**config.mk**
```make
export PLATFORM = sky130hd
export DESIGN_NAME = temp_sensor_i2c_slave_port
export DESIGN_NICKNAME = d
export VERILOG_FILES = /design/src/hdl/temp_i2c_pkg.sv /design/src/hdl/temp_sensor_i2c_slave_port.sv /design/src/hdl/bus_sync.sv /design/src/hdl/reload_timer.sv
export SDC_FILE = /design/constraint.sdc
export NUM_CORES = 1
export LEC_CHECK = 0
export ABC_AREA = 1
export BUFFER_PORTS_ARGS = -buffer_cell sky130_fd_sc_hd__buf_4
export CORE_MARGIN = 2
export CORE_UTILIZATION = 50
export DETAILED_ROUTE_END_ITERATION = 10
export GPL_TIMING_DRIVEN = 1
export PLACE_DENSITY = 0.74
export REMOVE_ABC_BUFFERS = 1
export SYNTH_ARGS = -nofsm -noshare
export SYNTH_HDL_FRONTEND = slang
export SYNTH_SLANG_ARGS = --single-unit
```
**constraint.sdc**
```tcl
create_clock -name ref_clk -period 2.4 [get_ports ref_clk]
set_input_delay 0.36 -clock ref_clk [delete_from_list [all_inputs] [get_ports ref_clk]]
set_output_delay 0.36 -clock ref_clk [all_outputs]
set_load 0.05 [all_outputs]
```
**src/hdl/temp_i2c_pkg.sv**
```systemverilog
// Constants and types shared by the temperature sensor serial slave port
package temp_i2c_pkg;

  // Bus address: fixed upper bits, low two bits from straps
  localparam logic [4:0] ADDR_FIXED     = 5'h12;
  localparam logic [6:0] GC_ADDR        = 7'h00;
  localparam logic       DIR_WRITE      = 1'b0;
  localparam logic [7:0] GC_RESET_CMD   = 8'h06;
  localparam logic [7:0] PTR_RESET_CMD  = 8'h2F;

  // Pointer values of two-byte registers (MSB halves)
  localparam logic [7:0] PTR_TEMP_MSB   = 8'h00;
  localparam logic [7:0] PTR_THIGH_MSB  = 8'h04;
  localparam logic [7:0] PTR_TLOW_MSB   = 8'h06;
  localparam logic [7:0] PTR_TCRIT_MSB  = 8'h08;
  localparam logic [7:0] PTR_DEFAULT    = 8'h00;
  localparam logic [7:0] PTR_STEP       = 8'h01;

  // Bit and byte sequencing
  localparam logic [3:0] BITS_PER_BYTE  = 4'h8;
  localparam logic [3:0] BIT_CNT_RESET  = 4'h0;
  localparam logic [3:0] BIT_STEP       = 4'h1;
  localparam logic [2:0] IDX_ADDR       = 3'h0;
  localparam logic [2:0] IDX_CMD        = 3'h1;
  localparam logic [2:0] IDX_DATA1      = 3'h2;
  localparam logic [2:0] IDX_DATA2      = 3'h3;
  localparam logic [2:0] IDX_EXTRA      = 3'h4;
  localparam logic [2:0] IDX_STEP       = 3'h1;

  // Idle levels of the two bus lines and straps after reset
  localparam logic [3:0] SYNC_INIT      = 4'hF;

  // Default reload time and its cycle count
  localparam int unsigned RELOAD_TIME_US = 200;
  localparam int unsigned CLK_FREQ_MHZ   = 200;
  localparam int unsigned RELOAD_CYCLES  = RELOAD_TIME_US * CLK_FREQ_MHZ;

  // Bus-side sequencer states, one-hot
  typedef enum logic [4:0] {
    ST_IDLE = 5'h01,
    ST_RECV = 5'h02,
    ST_ACK  = 5'h04,
    ST_SEND = 5'h08,
    ST_MACK = 5'h10
  } bus_state_t;

  // True for the MSB pointer of a two-byte register
  function automatic logic is_pair_msb(input logic [7:0] p);
    is_pair_msb = (p == PTR_TEMP_MSB) || (p == PTR_THIGH_MSB) ||
                  (p == PTR_TLOW_MSB) || (p == PTR_TCRIT_MSB);
  endfunction

endpackage

```
**src/hdl/temp_sensor_i2c_slave_port.sv**
```systemverilog
// Two-wire serial slave front end of a temperature sensor
`timescale 1ns/1ps

// Overview of operation
// - Answer address 10010 plus two strap bits.
// - Shift in address MSB first, then direction.
// - Acknowledge own address, else stay idle.
// - Direction 0 writes, direction 1 reads.
// - Nine clocks per byte, receiver acknowledges.
// - Data changes only with clock low; stop detection.
// - Direction fixed until a new start.
// - First write byte sets pointer, next stores.
// - Limit registers take MSB then LSB byte.
// - Extra written bytes are discarded.
// - One-byte or two-byte reads, MSB first.
// - Read advances only MSB to LSB.
// - Pointer kept between transfers; no block reads.
// - Pointer value 0x2F reloads all defaults.
// - No acknowledges while defaults reload.
// - Acknowledge general call, take next byte.
// - General call 0x06 resets, then busy.
// - Other general call commands get no ack.
// - Limit pairs at 04/05, 06/07, 08/09.
module temp_sensor_i2c_slave_port
#(
  parameter int unsigned RELOAD_LEN = temp_i2c_pkg::RELOAD_CYCLES
) (
  input  wire logic       ref_clk,
  input  wire logic       rst_b,
  input  wire logic       scl_in,
  input  wire logic       sda_in,
  output logic            sda_out,
  output logic            sda_oe,
  input  wire logic       addr_strap_bit0,
  input  wire logic       addr_strap_bit1,
  output logic      [7:0] reg_addr,
  output logic            reg_wr_en,
  output logic      [7:0] reg_wr_data,
  input  wire logic [7:0] reg_rd_data,
  output logic            reg_rd_en,
  output logic            defaults_reload,
  output logic            reload_busy
);

  import temp_i2c_pkg::*;

  // Synchronised pins and their previous levels
  logic [3:0] pins_q;
  logic       scl_s;
  logic       sda_s;
  logic       strap1;
  logic       strap0;
  logic       scl_d;
  logic       sda_d;

  // Sequencer, shifters, byte position and pointer
  bus_state_t state;
  logic [3:0] bit_cnt;
  logic [7:0] rx_shift;
  logic [7:0] tx_shift;
  logic [2:0] byte_idx;
  logic       read_mode;
  logic       gc_mode;
  logic [7:0] ptr;

  // Pins and straps cross into the local clock domain
  bus_sync #(
    .W    (4),
    .INIT (SYNC_INIT)
  ) u_pin_sync (
    .ref_clk (ref_clk),
    .rst_b   (rst_b),
    .d       ({scl_in, sda_in, addr_strap_bit1, addr_strap_bit0}),
    .q       (pins_q)
  );

  assign scl_s  = pins_q[3];
  assign sda_s  = pins_q[2];
  assign strap1 = pins_q[1];
  assign strap0 = pins_q[0];

  // Previous line levels for edge and condition detection
  // Idle-high reset values keep a false edge out after reset
  always_ff @(posedge ref_clk or negedge rst_b) begin
    if (!rst_b) begin
      scl_d <= 1'b1;
      sda_d <= 1'b1;
    end else begin
      scl_d <= scl_s;
      sda_d <= sda_s;
    end
  end

  // Line events
  wire scl_rise  = scl_s & ~scl_d;
  wire scl_fall  = ~scl_s & scl_d;
  wire start_det = scl_s & scl_d & sda_d & ~sda_s;
  wire stop_det  = scl_s & scl_d & ~sda_d & sda_s;

  // State decodes
  wire in_recv = (state == ST_RECV);
  wire in_ack  = (state == ST_ACK);
  wire in_send = (state == ST_SEND);
  wire in_mack = (state == ST_MACK);
  wire full    = (bit_cnt == BITS_PER_BYTE);

  // Byte received, decided on the clock fall after the eighth bit
  wire byte_done = in_recv & scl_fall & full;

  // Address compare: fixed bits plus straps, or general call
  wire [6:0] own_addr = {ADDR_FIXED, strap1, strap0};
  wire       addr_hit = (rx_shift[7:1] == own_addr);
  wire       gc_hit   = (rx_shift == {GC_ADDR, DIR_WRITE});
  wire       dir_read = rx_shift[0];

  // Byte position in the transfer
  // Index saturates at the extra-byte slot
  wire at_addr  = (byte_idx == IDX_ADDR);
  wire at_cmd   = (byte_idx == IDX_CMD);
  wire at_data1 = (byte_idx == IDX_DATA1);
  wire at_data2 = (byte_idx == IDX_DATA2);
  wire at_data  = (byte_idx >= IDX_DATA1);

  // Acknowledge decisions, all refused while defaults reload
  wire ack_addr = at_addr & ~reload_busy & (addr_hit | gc_hit);
  wire gc_reset = at_cmd & gc_mode & (rx_shift == GC_RESET_CMD);
  wire ack_gc   = gc_reset & ~reload_busy;
  wire ack_ptr  = at_cmd & ~gc_mode & ~reload_busy;
  wire ack_data = at_data & ~gc_mode & ~reload_busy;
  wire give_ack = byte_done & (ack_addr | ack_gc | ack_ptr | ack_data);

  // Pointer byte and reset command
  wire ptr_load  = byte_done & ack_ptr;
  wire ptr_reset = ptr_load & (rx_shift == PTR_RESET_CMD);
  wire reload_go = ptr_reset | (byte_done & ack_gc);

  // Data writes: first byte to pointer, second to the LSB half
  // Non-pair registers drop the second byte
  wire wr_first  = byte_done & ack_data & at_data1;
  wire wr_second = byte_done & ack_data & at_data2 & is_pair_msb(ptr);
  wire wr_any    = wr_first | wr_second;

  // Read side: load on leaving ack, step MSB to LSB on master ack
  // Master acknowledge is sampled on the clock rise
  wire rd_load    = scl_fall & ((in_ack & read_mode) | in_mack);
  wire mack_seen  = in_mack & scl_rise & ~sda_s;
  wire mack_none  = in_mack & scl_rise & sda_s;
  wire rd_advance = mack_seen & is_pair_msb(reg_addr);
  wire send_next  = in_send & scl_fall & ~full;
  wire send_end   = in_send & scl_fall & full;

  // Sequencer: start always restarts, stop always idles
  always_ff @(posedge ref_clk or negedge rst_b) begin
    if (!rst_b) begin
      state <= ST_IDLE;
    end else if (start_det) begin
      state <= ST_RECV;
    end else if (stop_det) begin
      state <= ST_IDLE;
    end else begin
      case (state)
        ST_IDLE: begin
          state <= ST_IDLE;
        end
        ST_RECV: begin
          if (byte_done) begin
            state <= give_ack ? ST_ACK : ST_IDLE;
          end
        end
        ST_ACK: begin
          if (scl_fall) begin
            state <= read_mode ? ST_SEND : ST_RECV;
          end
        end
        ST_SEND: begin
          if (send_end) begin
            state <= ST_MACK;
          end
        end
        ST_MACK: begin
          if (mack_none) begin
            state <= ST_IDLE;
          end else if (scl_fall) begin
            state <= ST_SEND;
          end
        end
        default: begin
          state <= ST_IDLE;
        end
      endcase
    end
  end

  // Bit counter: counts rising clock edges within a byte
  // The acknowledge pulse is not counted
  always_ff @(posedge ref_clk or negedge rst_b) begin
    if (!rst_b) begin
      bit_cnt <= BIT_CNT_RESET;
    end else if (start_det | (in_ack & scl_fall) | rd_load) begin
      bit_cnt <= BIT_CNT_RESET;
    end else if ((in_recv | in_send) & scl_rise & ~full) begin
      bit_cnt <= bit_cnt + BIT_STEP;
    end
  end

  // Receive shifter, MSB first
  always_ff @(posedge ref_clk or negedge rst_b) begin
    if (!rst_b) begin
      rx_shift <= 8'h00;
    end else if (in_recv & scl_rise & ~full) begin
      rx_shift <= {rx_shift[6:0], sda_s};
    end
  end

  // Byte position and transfer modes
  always_ff @(posedge ref_clk or negedge rst_b) begin
    if (!rst_b) begin
      byte_idx  <= IDX_ADDR;
      read_mode <= 1'b0;
      gc_mode   <= 1'b0;
    end else if (start_det) begin
      byte_idx  <= IDX_ADDR;
      read_mode <= 1'b0;
      gc_mode   <= 1'b0;
    end else if (give_ack) begin
      if (byte_idx != IDX_EXTRA) begin
        byte_idx <= byte_idx + IDX_STEP;
      end
      if (at_addr) begin
        read_mode <= dir_read & ~gc_hit;
        gc_mode   <= gc_hit;
      end
    end
  end

  // Pointer register: written by pointer byte, cleared by reload
  always_ff @(posedge ref_clk or negedge rst_b) begin
    if (!rst_b) begin
      ptr <= PTR_DEFAULT;
    end else if (reload_go) begin
      ptr <= PTR_DEFAULT;
    end else if (ptr_load) begin
      ptr <= rx_shift;
    end
  end

  // Register address presented to the register bank
  // Read cursor steps; the stored pointer stays put
  always_ff @(posedge ref_clk or negedge rst_b) begin
    if (!rst_b) begin
      reg_addr <= PTR_DEFAULT;
    end else if (reload_go) begin
      reg_addr <= PTR_DEFAULT;
    end else if (ptr_load) begin
      reg_addr <= rx_shift;
    end else if (byte_done & ack_addr) begin
      reg_addr <= ptr;
    end else if (wr_second | rd_advance) begin
      reg_addr <= ptr + PTR_STEP;
    end
  end

  // Write strobe and data, one cycle per stored data byte
  always_ff @(posedge ref_clk or negedge rst_b) begin
    if (!rst_b) begin
      reg_wr_en   <= 1'b0;
      reg_wr_data <= 8'h00;
    end else begin
      reg_wr_en <= wr_any;
      if (wr_any) begin
        reg_wr_data <= rx_shift;
      end
    end
  end

  // Read fetch strobe, one cycle per byte sent
  // Start and stop never coincide with a fetch
  always_ff @(posedge ref_clk or negedge rst_b) begin
    if (!rst_b) begin
      reg_rd_en <= 1'b0;
    end else begin
      reg_rd_en <= rd_load & ~start_det & ~stop_det;
    end
  end

  // Transmit shifter: loaded from the bank, MSB first
  // Next bit comes from bit 6 before the shift
  always_ff @(posedge ref_clk or negedge rst_b) begin
    if (!rst_b) begin
      tx_shift <= 8'h00;
    end else if (rd_load) begin
      tx_shift <= reg_rd_data;
    end else if (send_next) begin
      tx_shift <= {tx_shift[6:0], 1'b0};
    end
  end

  // Data line enable: changes only on a clock fall
  // Start or stop frees the line, so a cut frame ends clean
  always_ff @(posedge ref_clk or negedge rst_b) begin
    if (!rst_b) begin
      sda_oe <= 1'b0;
    end else if (start_det | stop_det) begin
      sda_oe <= 1'b0;
    end else if (byte_done) begin
      sda_oe <= give_ack;
    end else if (rd_load) begin
      sda_oe <= ~reg_rd_data[7];
    end else if (send_next) begin
      sda_oe <= ~tx_shift[6];
    end else if (send_end | (in_ack & scl_fall)) begin
      sda_oe <= 1'b0;
    end
  end

  // Open drain: only a low level is ever driven
  assign sda_out = 1'b0;

  // Defaults reload pulse and refusal window
  always_ff @(posedge ref_clk or negedge rst_b) begin
    if (!rst_b) begin
      defaults_reload <= 1'b0;
    end else begin
      defaults_reload <= reload_go;
    end
  end

  // Refusal window timer; a new command restarts it
  reload_timer #(
    .CYCLES (RELOAD_LEN)
  ) u_reload_timer (
    .ref_clk (ref_clk),
    .rst_b   (rst_b),
    .start   (reload_go),
    .busy    (reload_busy)
  );

endmodule

```
**src/hdl/bus_sync.sv**
```systemverilog
// Two-flop synchroniser for pin inputs
`timescale 1ns/1ps
module bus_sync #(
  parameter int unsigned    W    = 1,
  parameter logic [W-1:0]   INIT = '0
) (
  input  wire logic         ref_clk,
  input  wire logic         rst_b,
  input  wire logic [W-1:0] d,
  output logic      [W-1:0] q
);

  logic [W-1:0] meta;

  // First stage feeds only the second
  always_ff @(posedge ref_clk or negedge rst_b) begin
    if (!rst_b) begin
      meta <= INIT;
      q    <= INIT;
    end else begin
      meta <= d;
      q    <= meta;
    end
  end

endmodule

```
**src/hdl/reload_timer.sv**
```systemverilog
// Busy window while register defaults reload
`timescale 1ns/1ps
module reload_timer #(
  parameter int unsigned CYCLES = 1
) (
  input  wire logic ref_clk,
  input  wire logic rst_b,
  input  wire logic start,
  output logic      busy
);

  logic [31:0] remain;

  // Counts down from the reload length; restart extends it
  always_ff @(posedge ref_clk or negedge rst_b) begin
    if (!rst_b) begin
      remain <= 32'h0;
      busy   <= 1'b0;
    end else if (start) begin
      remain <= 32'(CYCLES);
      busy   <= 1'b1;
    end else if (remain > 32'h1) begin
      remain <= remain - 32'h1;
    end else begin
      remain <= 32'h0;
      busy   <= 1'b0;
    end
  end

endmodule

```
==> metrics.csv, run 1 <==
stage,metric,value,unit
clock_network,insertion_delay,0.38,ns
synthesis,synthAdderAreaFrac,0.0273,
sta,setup_ws,0.269,ns
setup_path,critical_path_endpoint_category,register,
global_routing,grt_busiest_layer,met2,
clock_network,cts_root_buffer,sky130_fd_sc_hd__clkbuf_8,
synthesis,yosysWarningCount,0,
clock_network,clkSlewWorstSetupHoldPaths,0.10,ns
floorplanning,boundaryPins,36,
global_routing,grt_first_pass_wirelength,20100,um
setup_path,crit_fanout,17,
synthesis,syn_inst,654,
clock_network,cts_tree,done,
sta,post-route-period-util,0.888,
sta,layout_min_cycle_time,2.13,ns
power_and_ir_drop,combPwrFrac,0.032,
floorplanning,core-area,10800,sq um
synthesis,post_synthesis_compound_gate_area_fraction,0.0733,
synthesis,synth.avg_cell_area,8.41,sq um
setup_path,timing.reg2reg.setup_slack,0.27,ns
final_layout,instances_no_fill,840,
clock_network,clock_tree.htree_level_count,3,
routing,drt_first_pass_iters,5,
final_layout,antenna_cells,0,
routing,via_count,4336,
routing,remaining_drc_errors,0,
final_layout,flow.area_growth_from_synthesis,10.9,%
sta,finalMaxSlewViolations,0,
sta,grt_setup_unrepaired,no,
final_layout,layout.cells.most_common,sky130_fd_sc_hd__nand2_1,
final_layout,nets,721,
global_routing,grt_util_met1,0.298,
global_routing,use_met3,0.0430,
routing,post_drt_via_cell_ratio,5.16,
power_and_ir_drop,max-vdd-ir-drop,0.000380,V
setup_path,max_stage_delay,0.42,ns
place,detailedPlacementHpwl,8620,um
sta,worst_case_hold_slack,0.0842,ns
clock_network,tritoncts.num_buffers,9,
synthesis,synth_area,5500,sq um
setup_path,critPathBufInv,2,
global_routing,grt_antenna_before_repair,0,
floorplanning,die-area,11900,sq um
setup_path,worstPathArrival,2.40,ns
power_and_ir_drop,internal_power,0.00223,W
power_and_ir_drop,power.static_leakage,3.35,nW
clock_network,post_cts_resized,0,
place,place.detailed.instances,823,
routing,detail-route-antenna-nets,0,
job,drv.max_cap_violation_count,0,
synthesis,yosys.area_share.xor_xnor,0.0510,
global_routing,gr_overflow_total,0,
synthesis,fraction_of_the_mapped_netlist_area_in_simple_logic_gates,0.322,
synthesis,synth-seq-cells,100,
synthesis,yosys-mux-area-fraction,0,
synthesis,ys_types,48,
global_routing,grt_use_met2,0.338,
routing,totalWireLength,11500,um
floorplanning,rows,38,
power_and_ir_drop,p_per_area,476,nW/um^2
setup_path,most_common_cell_on_crit_path,sky130_fd_sc_hd__nand2_1,
floorplanning,start_util,0.510,
setup_path,crit_type,reg2reg,
clock_network,clock_tree.buffer_depth,2,
sta,skew,0.0135,ns
synthesis,seq_area_frac_synth,0.458,
synthesis,synth_top_family_by_area,simple AND/OR/NAND/NOR gates,
sta,fmaxAchievable,0.469,GHz
floorplanning,die_h,109,um
sta,report.final.setup_viol,0,
setup_path,critical_path.startpoint_type,register,
floorplanning,chip_width,109,um
power_and_ir_drop,clock_power_share,0.377,
synthesis,ys_async_rst_share,1.00,
setup_path,cpMaxStageDelayCell,sky130_fd_sc_hd__dfrtp_1,
place,detailedPlace.worstSlack,0.283,ns
routing,post_drt_wl_per_cell,13.6,um
sta,tns,0,ns
worst_hold_path,min-delay-path-class,in2reg,
final_layout,layout.cells.most_common_list,"sky130_fd_sc_hd__nand2_1 (148), sky130_fd_sc_hd__dfrtp_1 (89), sky130_fd_sc_hd__nor2_1 (75)",
global_routing,number_of_global_route_vias_before_repair,4312,
global_routing,grt_start_max_net_pins,46,
routing,drt_first_iter_violations,286,
final_layout,drive_above_1_share,0.187,
setup_path,worst_path_dominant_cell_family,simple AND/OR/NAND/NOR gates,
synthesis,postSynth.topFlopCell,sky130_fd_sc_hd__dfrtp_1,
setup_path,crit_chain,inv_1 > ha_1 > nand2_1 > nor2_4 > nand2_4 > nor2_8 > nand2_2 > clkinv_1 > a21oi_1 > nand3_1 > nand2_1,
setup_path,critical_path_required,2.67,ns
power_and_ir_drop,net-switching-power,0.000674,W
global_routing,global_route.usage.total,0.214,
place,io_buffer_count,34,
sta,hold_viol_final,0,
power_and_ir_drop,seq_power_share,0.590,
power_and_ir_drop,p_sw_frac,0.232,
clock_network,clock_sinks,100,
outcome,status,finished clean,
synthesis,synth_edf_count,0,
place,place_congestion,0.901,
## cells by family (layout without fill, tap and decap cells)
| logic type | after synthesis | count (layout) |
|---|---|---|
| simple gates | 357 | 357 |
| xor+xnor | 32 | 32 |
| fa+ha+maj | 12 | 12 |
| buf+inv | 89 | 135 |
| compound gates | 63 | 63 |
| flops | 100 | 100 |
| other cells | 1 | 1 |
## state kept, by name, summed over array words and instances, names as in the netlist, 3 cells and up
name	cells
u_pin_sync.meta	4
bit_cnt	4
ptr	8
u_pin_sync.q	4
u_reload_timer.remain	32
byte_idx	3
reg_addr	8
tx_shift	7
state	5
rx_shift	8
reg_wr_data	8
## worst register-to-register path, cell delays in order (launching register included)
cell and delay, ns:
sky130_fd_sc_hd__dfrtp_1 0.42, sky130_fd_sc_hd__inv_1 0.08, sky130_fd_sc_hd__ha_1 0.14, sky130_fd_sc_hd__nand2_1 0.08
sky130_fd_sc_hd__nor2_4 0.14, sky130_fd_sc_hd__nand2_4 0.09, sky130_fd_sc_hd__nor2_8 0.31, sky130_fd_sc_hd__nand2_2 0.24
sky130_fd_sc_hd__clkinv_1 0.24, sky130_fd_sc_hd__a21oi_1 0.13, sky130_fd_sc_hd__nand3_1 0.10, sky130_fd_sc_hd__nand2_1 0.06
## through the flow
step	power [W]	instance area, sq um	util
2_1_floorplan	0.00178	5430	-
3_3_place_gp	0.00184	5890	0.545
3_5_place_dp	0.00184	5890	0.545
4_1_cts	0.00294	6100	0.565
5_1_grt	0.00302	6100	0.565
6_report	0.00290	6100	0.565
## cell type report
| cell class | instances | area [sq um] |
|---|---|---|
| Multi-Input combinational cell | 465 | 2610 |
| Timing Repair Buffer | 37 | 293 |
| Fill cell | 1001 | 4700 |
| Tap cell | 140 | 175 |
| Sequential cell | 100 | 2520 |
| Clock buffer | 10 | 128 |
| Clock inverter | 6 | 72.6 |
| Inverter | 82 | 308 |
## power by group through the flow
stage,combinational [W],sequential (W),clock (W)
2_1_floorplan,0.0000325,0.00174,0
3_3_place_gp,0.0000942,0.00174,0
3_5_place_dp,0.0000960,0.00175,0
4_1_cts,0.0000977,0.00171,0.00113
5_1_grt,0.000109,0.00172,0.00119
6_report,0.0000938,0.00171,0.00109
## final timing paths
check	startpoint	cells after the start	end
min in group asynchronous	rst_b	2	u_reload_timer.remain[23]
worst min-delay path	scl_in	1	u_pin_sync.meta[3]
worst max-delay path	bit_cnt[1]	11	reg_addr[5]
worst max register to register	bit_cnt[1]	11	reg_addr[5]
max in group asynchronous	rst_b	3	u_pin_sync.meta[2]
worst min register to register	u_pin_sync.meta[2]	0	u_pin_sync.q[2]
## Yosys cell counts (3+ instances only)
master / n / share of area
sky130_fd_sc_hd__nand2_1: 148 / 0.10
sky130_fd_sc_hd__dfrtp_1: 89 / 0.41
sky130_fd_sc_hd__nor2_1: 75 / 0.051
sky130_fd_sc_hd__inv_1: 73 / 0.050
sky130_fd_sc_hd__nand3_1: 31 / 0.028
sky130_fd_sc_hd__nand4_1: 29 / 0.033
sky130_fd_sc_hd__xor2_1: 21 / 0.033
sky130_fd_sc_hd__nor2_2: 20 / 0.023
sky130_fd_sc_hd__o21ai_0: 19 / 0.017
sky130_fd_sc_hd__a21oi_1: 16 / 0.015
sky130_fd_sc_hd__ha_1: 12 / 0.027
sky130_fd_sc_hd__nor3_1: 12 / 0.011
sky130_fd_sc_hd__dfstp_2: 11 / 0.053
sky130_fd_sc_hd__xnor2_1: 11 / 0.018
sky130_fd_sc_hd__nand2_2: 8 / 0.0091
sky130_fd_sc_hd__o21ai_2: 8 / 0.013
sky130_fd_sc_hd__inv_2: 7 / 0.0048
sky130_fd_sc_hd__nor2_4: 7 / 0.014
sky130_fd_sc_hd__nand3_2: 5 / 0.0091
sky130_fd_sc_hd__o21a_1: 5 / 0.0068
sky130_fd_sc_hd__and3_1: 4 / 0.0045
sky130_fd_sc_hd__o221ai_1: 4 / 0.0064
sky130_fd_sc_hd__buf_6: 3 / 0.0061
sky130_fd_sc_hd__nand2_4: 3 / 0.0061
sky130_fd_sc_hd__o21ai_1: 3 / 0.0027
sky130_fd_sc_hd__or2_2: 3 / 0.0034
## per-layer routing
metal | up-vias | part of all wire
li1 | 2182 | -
met1 | 2046 | 0.47
met2 | 94 | 0.47
met3 | 14 | 0.046
met4 | 0 | 0.014
met5 | - | 0
## what timing repair did
item                                   CTS  global route
hold buffers                             1             0
endpoints found under the hold margin   35             0
buffers inserted                         0             0
(Power assumes the default switching activity.)
==> run 2: changes to the inputs <==
Clock period 2.4 ns to 2.3 ns, I/O delays scaled along.
==> run 2 against run 1 <==
Net effect: non-clock buffer count up 7; via count up 1.8%; cell count up 0.83%; global-route usage up 0.27 points; power up 9.4%; sequential power up 5%; worst hold slack worse by 0.019 ns; fmax up 4.6%; largest power group unchanged.
==> metrics.csv, run 2 (synthesized netlist as in run 1, its figures left out) <==
stage,metric,value,unit,change
clock_network,clock_tree.htree_level_count,3,,unchanged
routing,post_drt_wl_per_cell,13.9,um,+1.6%
floorplanning,die_h,109,um,unchanged
global_routing,number_of_global_route_vias_before_repair,4209,,-2.4%
final_layout,flow.area_growth_from_synthesis,12.2,%,
sta,hold_viol_final,0,,unchanged
final_layout,layout.cells.most_common,sky130_fd_sc_hd__nand2_1,,
clock_network,clock_tree.buffer_depth,2,,unchanged
power_and_ir_drop,power.static_leakage,3.40,nW,+1.4%
clock_network,cts_tree,done,,
power_and_ir_drop,p_per_area,514,nW/um^2,+8.1%
floorplanning,core-area,10800,sq um,unchanged
floorplanning,boundaryPins,36,,unchanged
setup_path,critical_path_required,2.63,ns,-0.04 ns
routing,detail-route-antenna-nets,0,,unchanged
floorplanning,die-area,11900,sq um,unchanged
setup_path,crit_type,reg2reg,,
final_layout,antenna_cells,0,,unchanged
place,place_congestion,0.896,,-0.58%
power_and_ir_drop,report.power.total,0.00317,W,+9.4%
setup_path,critical_path.startpoint_type,register,,
global_routing,grt_first_pass_wirelength,19900,um,-0.79%
global_routing,grt_start_max_net_pins,39,,-15%
final_layout,nets,728,,+0.97%
sta,layout_min_cycle_time,2.04,ns,-0.0937 ns
setup_path,crit_fanout,13,,-4
setup_path,critical_path_endpoint_category,register,,
sta,post-route-period-util,0.886,,-0.00214
worst_hold_path,min-delay-path-class,in2reg,,
sta,report.final.setup_viol,0,,unchanged
routing,post_drt_via_cell_ratio,5.21,,+0.93%
global_routing,grt_antenna_before_repair,0,,unchanged
final_layout,fillCellCount,975,,-2.6%
sta,finalMaxSlewViolations,0,,unchanged
job,drv.max_cap_violation_count,0,,unchanged
sta,slew-limit-headroom,0.657,,
clock_network,clock_sinks,100,,unchanged
outcome,status,finished clean,,
global_routing,global_route.usage.total,0.217,,+0.00268
routing,drt_first_pass_iters,5,,unchanged
sta,skew,0.0183,ns,+0.00484 ns
clock_network,clkSlewWorstSetupHoldPaths,0.11,ns,about the same
final_layout,largest_register,u_reload_timer.remain,,
global_routing,gr_overflow_total,0,,unchanged
sta,grt_setup_unrepaired,no,,
floorplanning,start_util,0.510,,unchanged
floorplanning,chip_width,109,um,unchanged
sta,worst_pin_slew,0.515,ns,
power_and_ir_drop,max-vdd-ir-drop,0.000492,V,+29%
clock_network,cts_root_buffer,sky130_fd_sc_hd__clkbuf_8,,
final_layout,largest_register_ffs,32,,unchanged
place,io_buffer_count,34,,unchanged
final_layout,fin_util,0.572,,+0.00684
clock_network,tritoncts.num_buffers,9,,unchanged
routing,remaining_drc_errors,0,,unchanged
clock_network,insertion_delay,0.39,ns,about the same
sta,fmaxAchievable,0.491,GHz,+4.6%
sta,tns,0,ns,unchanged
final_layout,instances_no_fill,847,,+0.83%
floorplanning,rows,38,,unchanged
routing,via_count,4413,,+1.8%
place,detailedPlacementHpwl,8820,um,+2.3%
place,place.detailed.instances,825,,+0.24%
setup_path,worstPathArrival,2.36,ns,-0.04 ns
routing,drt_first_iter_violations,300,,+4.9%
final_layout,layout.cells.most_common_list,"sky130_fd_sc_hd__nand2_1 (148), sky130_fd_sc_hd__dfrtp_1 (89), sky130_fd_sc_hd__nor2_1 (75)",,
routing,totalWireLength,11700,um,+2.5%
final_layout,drive_above_1_share,0.197,,+0.00946
[run 2: cell count changes in the layout (fill, tap and decap cells not counted)]
cell / previous run / this run
sky130_fd_sc_hd__clkbuf_1: 1 / 0
sky130_fd_sc_hd__bufinv_16: 1 / 2
sky130_fd_sc_hd__buf_4: 35 / 43
sky130_fd_sc_hd__inv_6: 2 / 1
sky130_fd_sc_hd__buf_12: 1 / 0
sky130_fd_sc_hd__clkinv_8: 0 / 1
[run 2: area by class of cell]
| cell class | instances | area [sq um] | share of cell area |
|---|---|---|---|
| clock buffers | 9 | 124 | 0.0201 |
| flip-flops and latches | 100 | 2520 | 0.408 |
| repair buffers | 44 | 333 | 0.0539 |
| well taps | 140 | 175 | 0.0284 |
| inverters | 82 | 308 | 0.0499 |
| clock inverters | 7 | 110 | 0.0178 |
| multi-input cells | 465 | 2610 | 0.422 |
[run 2: per-stage QoR]
| stage | hold WS [ns] | instance area, sq um | setup WS, ns |
|---|---|---|---|
| 3_5_place_dp | 0.348 | 5890 | 0.205 |
| 3_3_place_gp | 0.347 | 5890 | 0.320 |
| 2_1_floorplan | 0.0494 | 5430 | 0.503 |
| 5_1_grt | 0.0312 | 6170 | 0.0398 |
| 4_1_cts | 0.0414 | 6130 | 0.138 |
| 6_report | 0.0647 | 6170 | 0.263 |
[run 2: worst max-delay path, cell delays in order, from the launching register on]
cell	delay [ns]
sky130_fd_sc_hd__dfrtp_1	0.43
sky130_fd_sc_hd__inv_1	0.06
sky130_fd_sc_hd__ha_1	0.18
sky130_fd_sc_hd__nand2_1	0.10
sky130_fd_sc_hd__nor2_4	0.05
sky130_fd_sc_hd__nand2_4	0.10
sky130_fd_sc_hd__nor2_8	0.06
sky130_fd_sc_hd__nand2_2	0.20
sky130_fd_sc_hd__clkinv_1	0.28
sky130_fd_sc_hd__a21oi_1	0.30
sky130_fd_sc_hd__nand3_1	0.14
sky130_fd_sc_hd__nand2_1	0.08
[run 2: what timing repair did]
action                                  CTS  global route
resized for setup                         0             0
endpoints found under the setup margin    0             4
setup buffers                             0             5
hold buffers                              1             0
endpoints found under the hold margin    34             0
[run 2: power by group]
part	internal (W)	switching (W)	leakage, nW	total [W]
clock network	0.000629	0.000658	0.113	0.00129
logic	0.0000292	0.0000694	1.97	0.0000986
registers	0.00178	0.00000950	1.32	0.00179
[run 2: metal layers]
layer / routed length [um] / track usage
met5: 0 / 0
met4: 179 / 0.0659
met3: 469 / 0.0502
met2: 5650 / 0.347
met1: 5450 / 0.294
[run 2: path summary, 6_finish.rpt]
kind,from,endpoint,slack [ns],cells after the start
hold / removal,addr_strap_bit1,u_pin_sync.meta[1],0.06,1
setup / recovery,bit_cnt[1],reg_addr[1],0.26,11
max in group asynchronous,rst_b,scl_d,1.06,3
min in group asynchronous,rst_b,u_reload_timer.remain[1],0.46,2
hold reg to reg,u_pin_sync.meta[2],u_pin_sync.q[2],0.36,0
setup reg to reg,bit_cnt[1],reg_addr[1],0.26,11
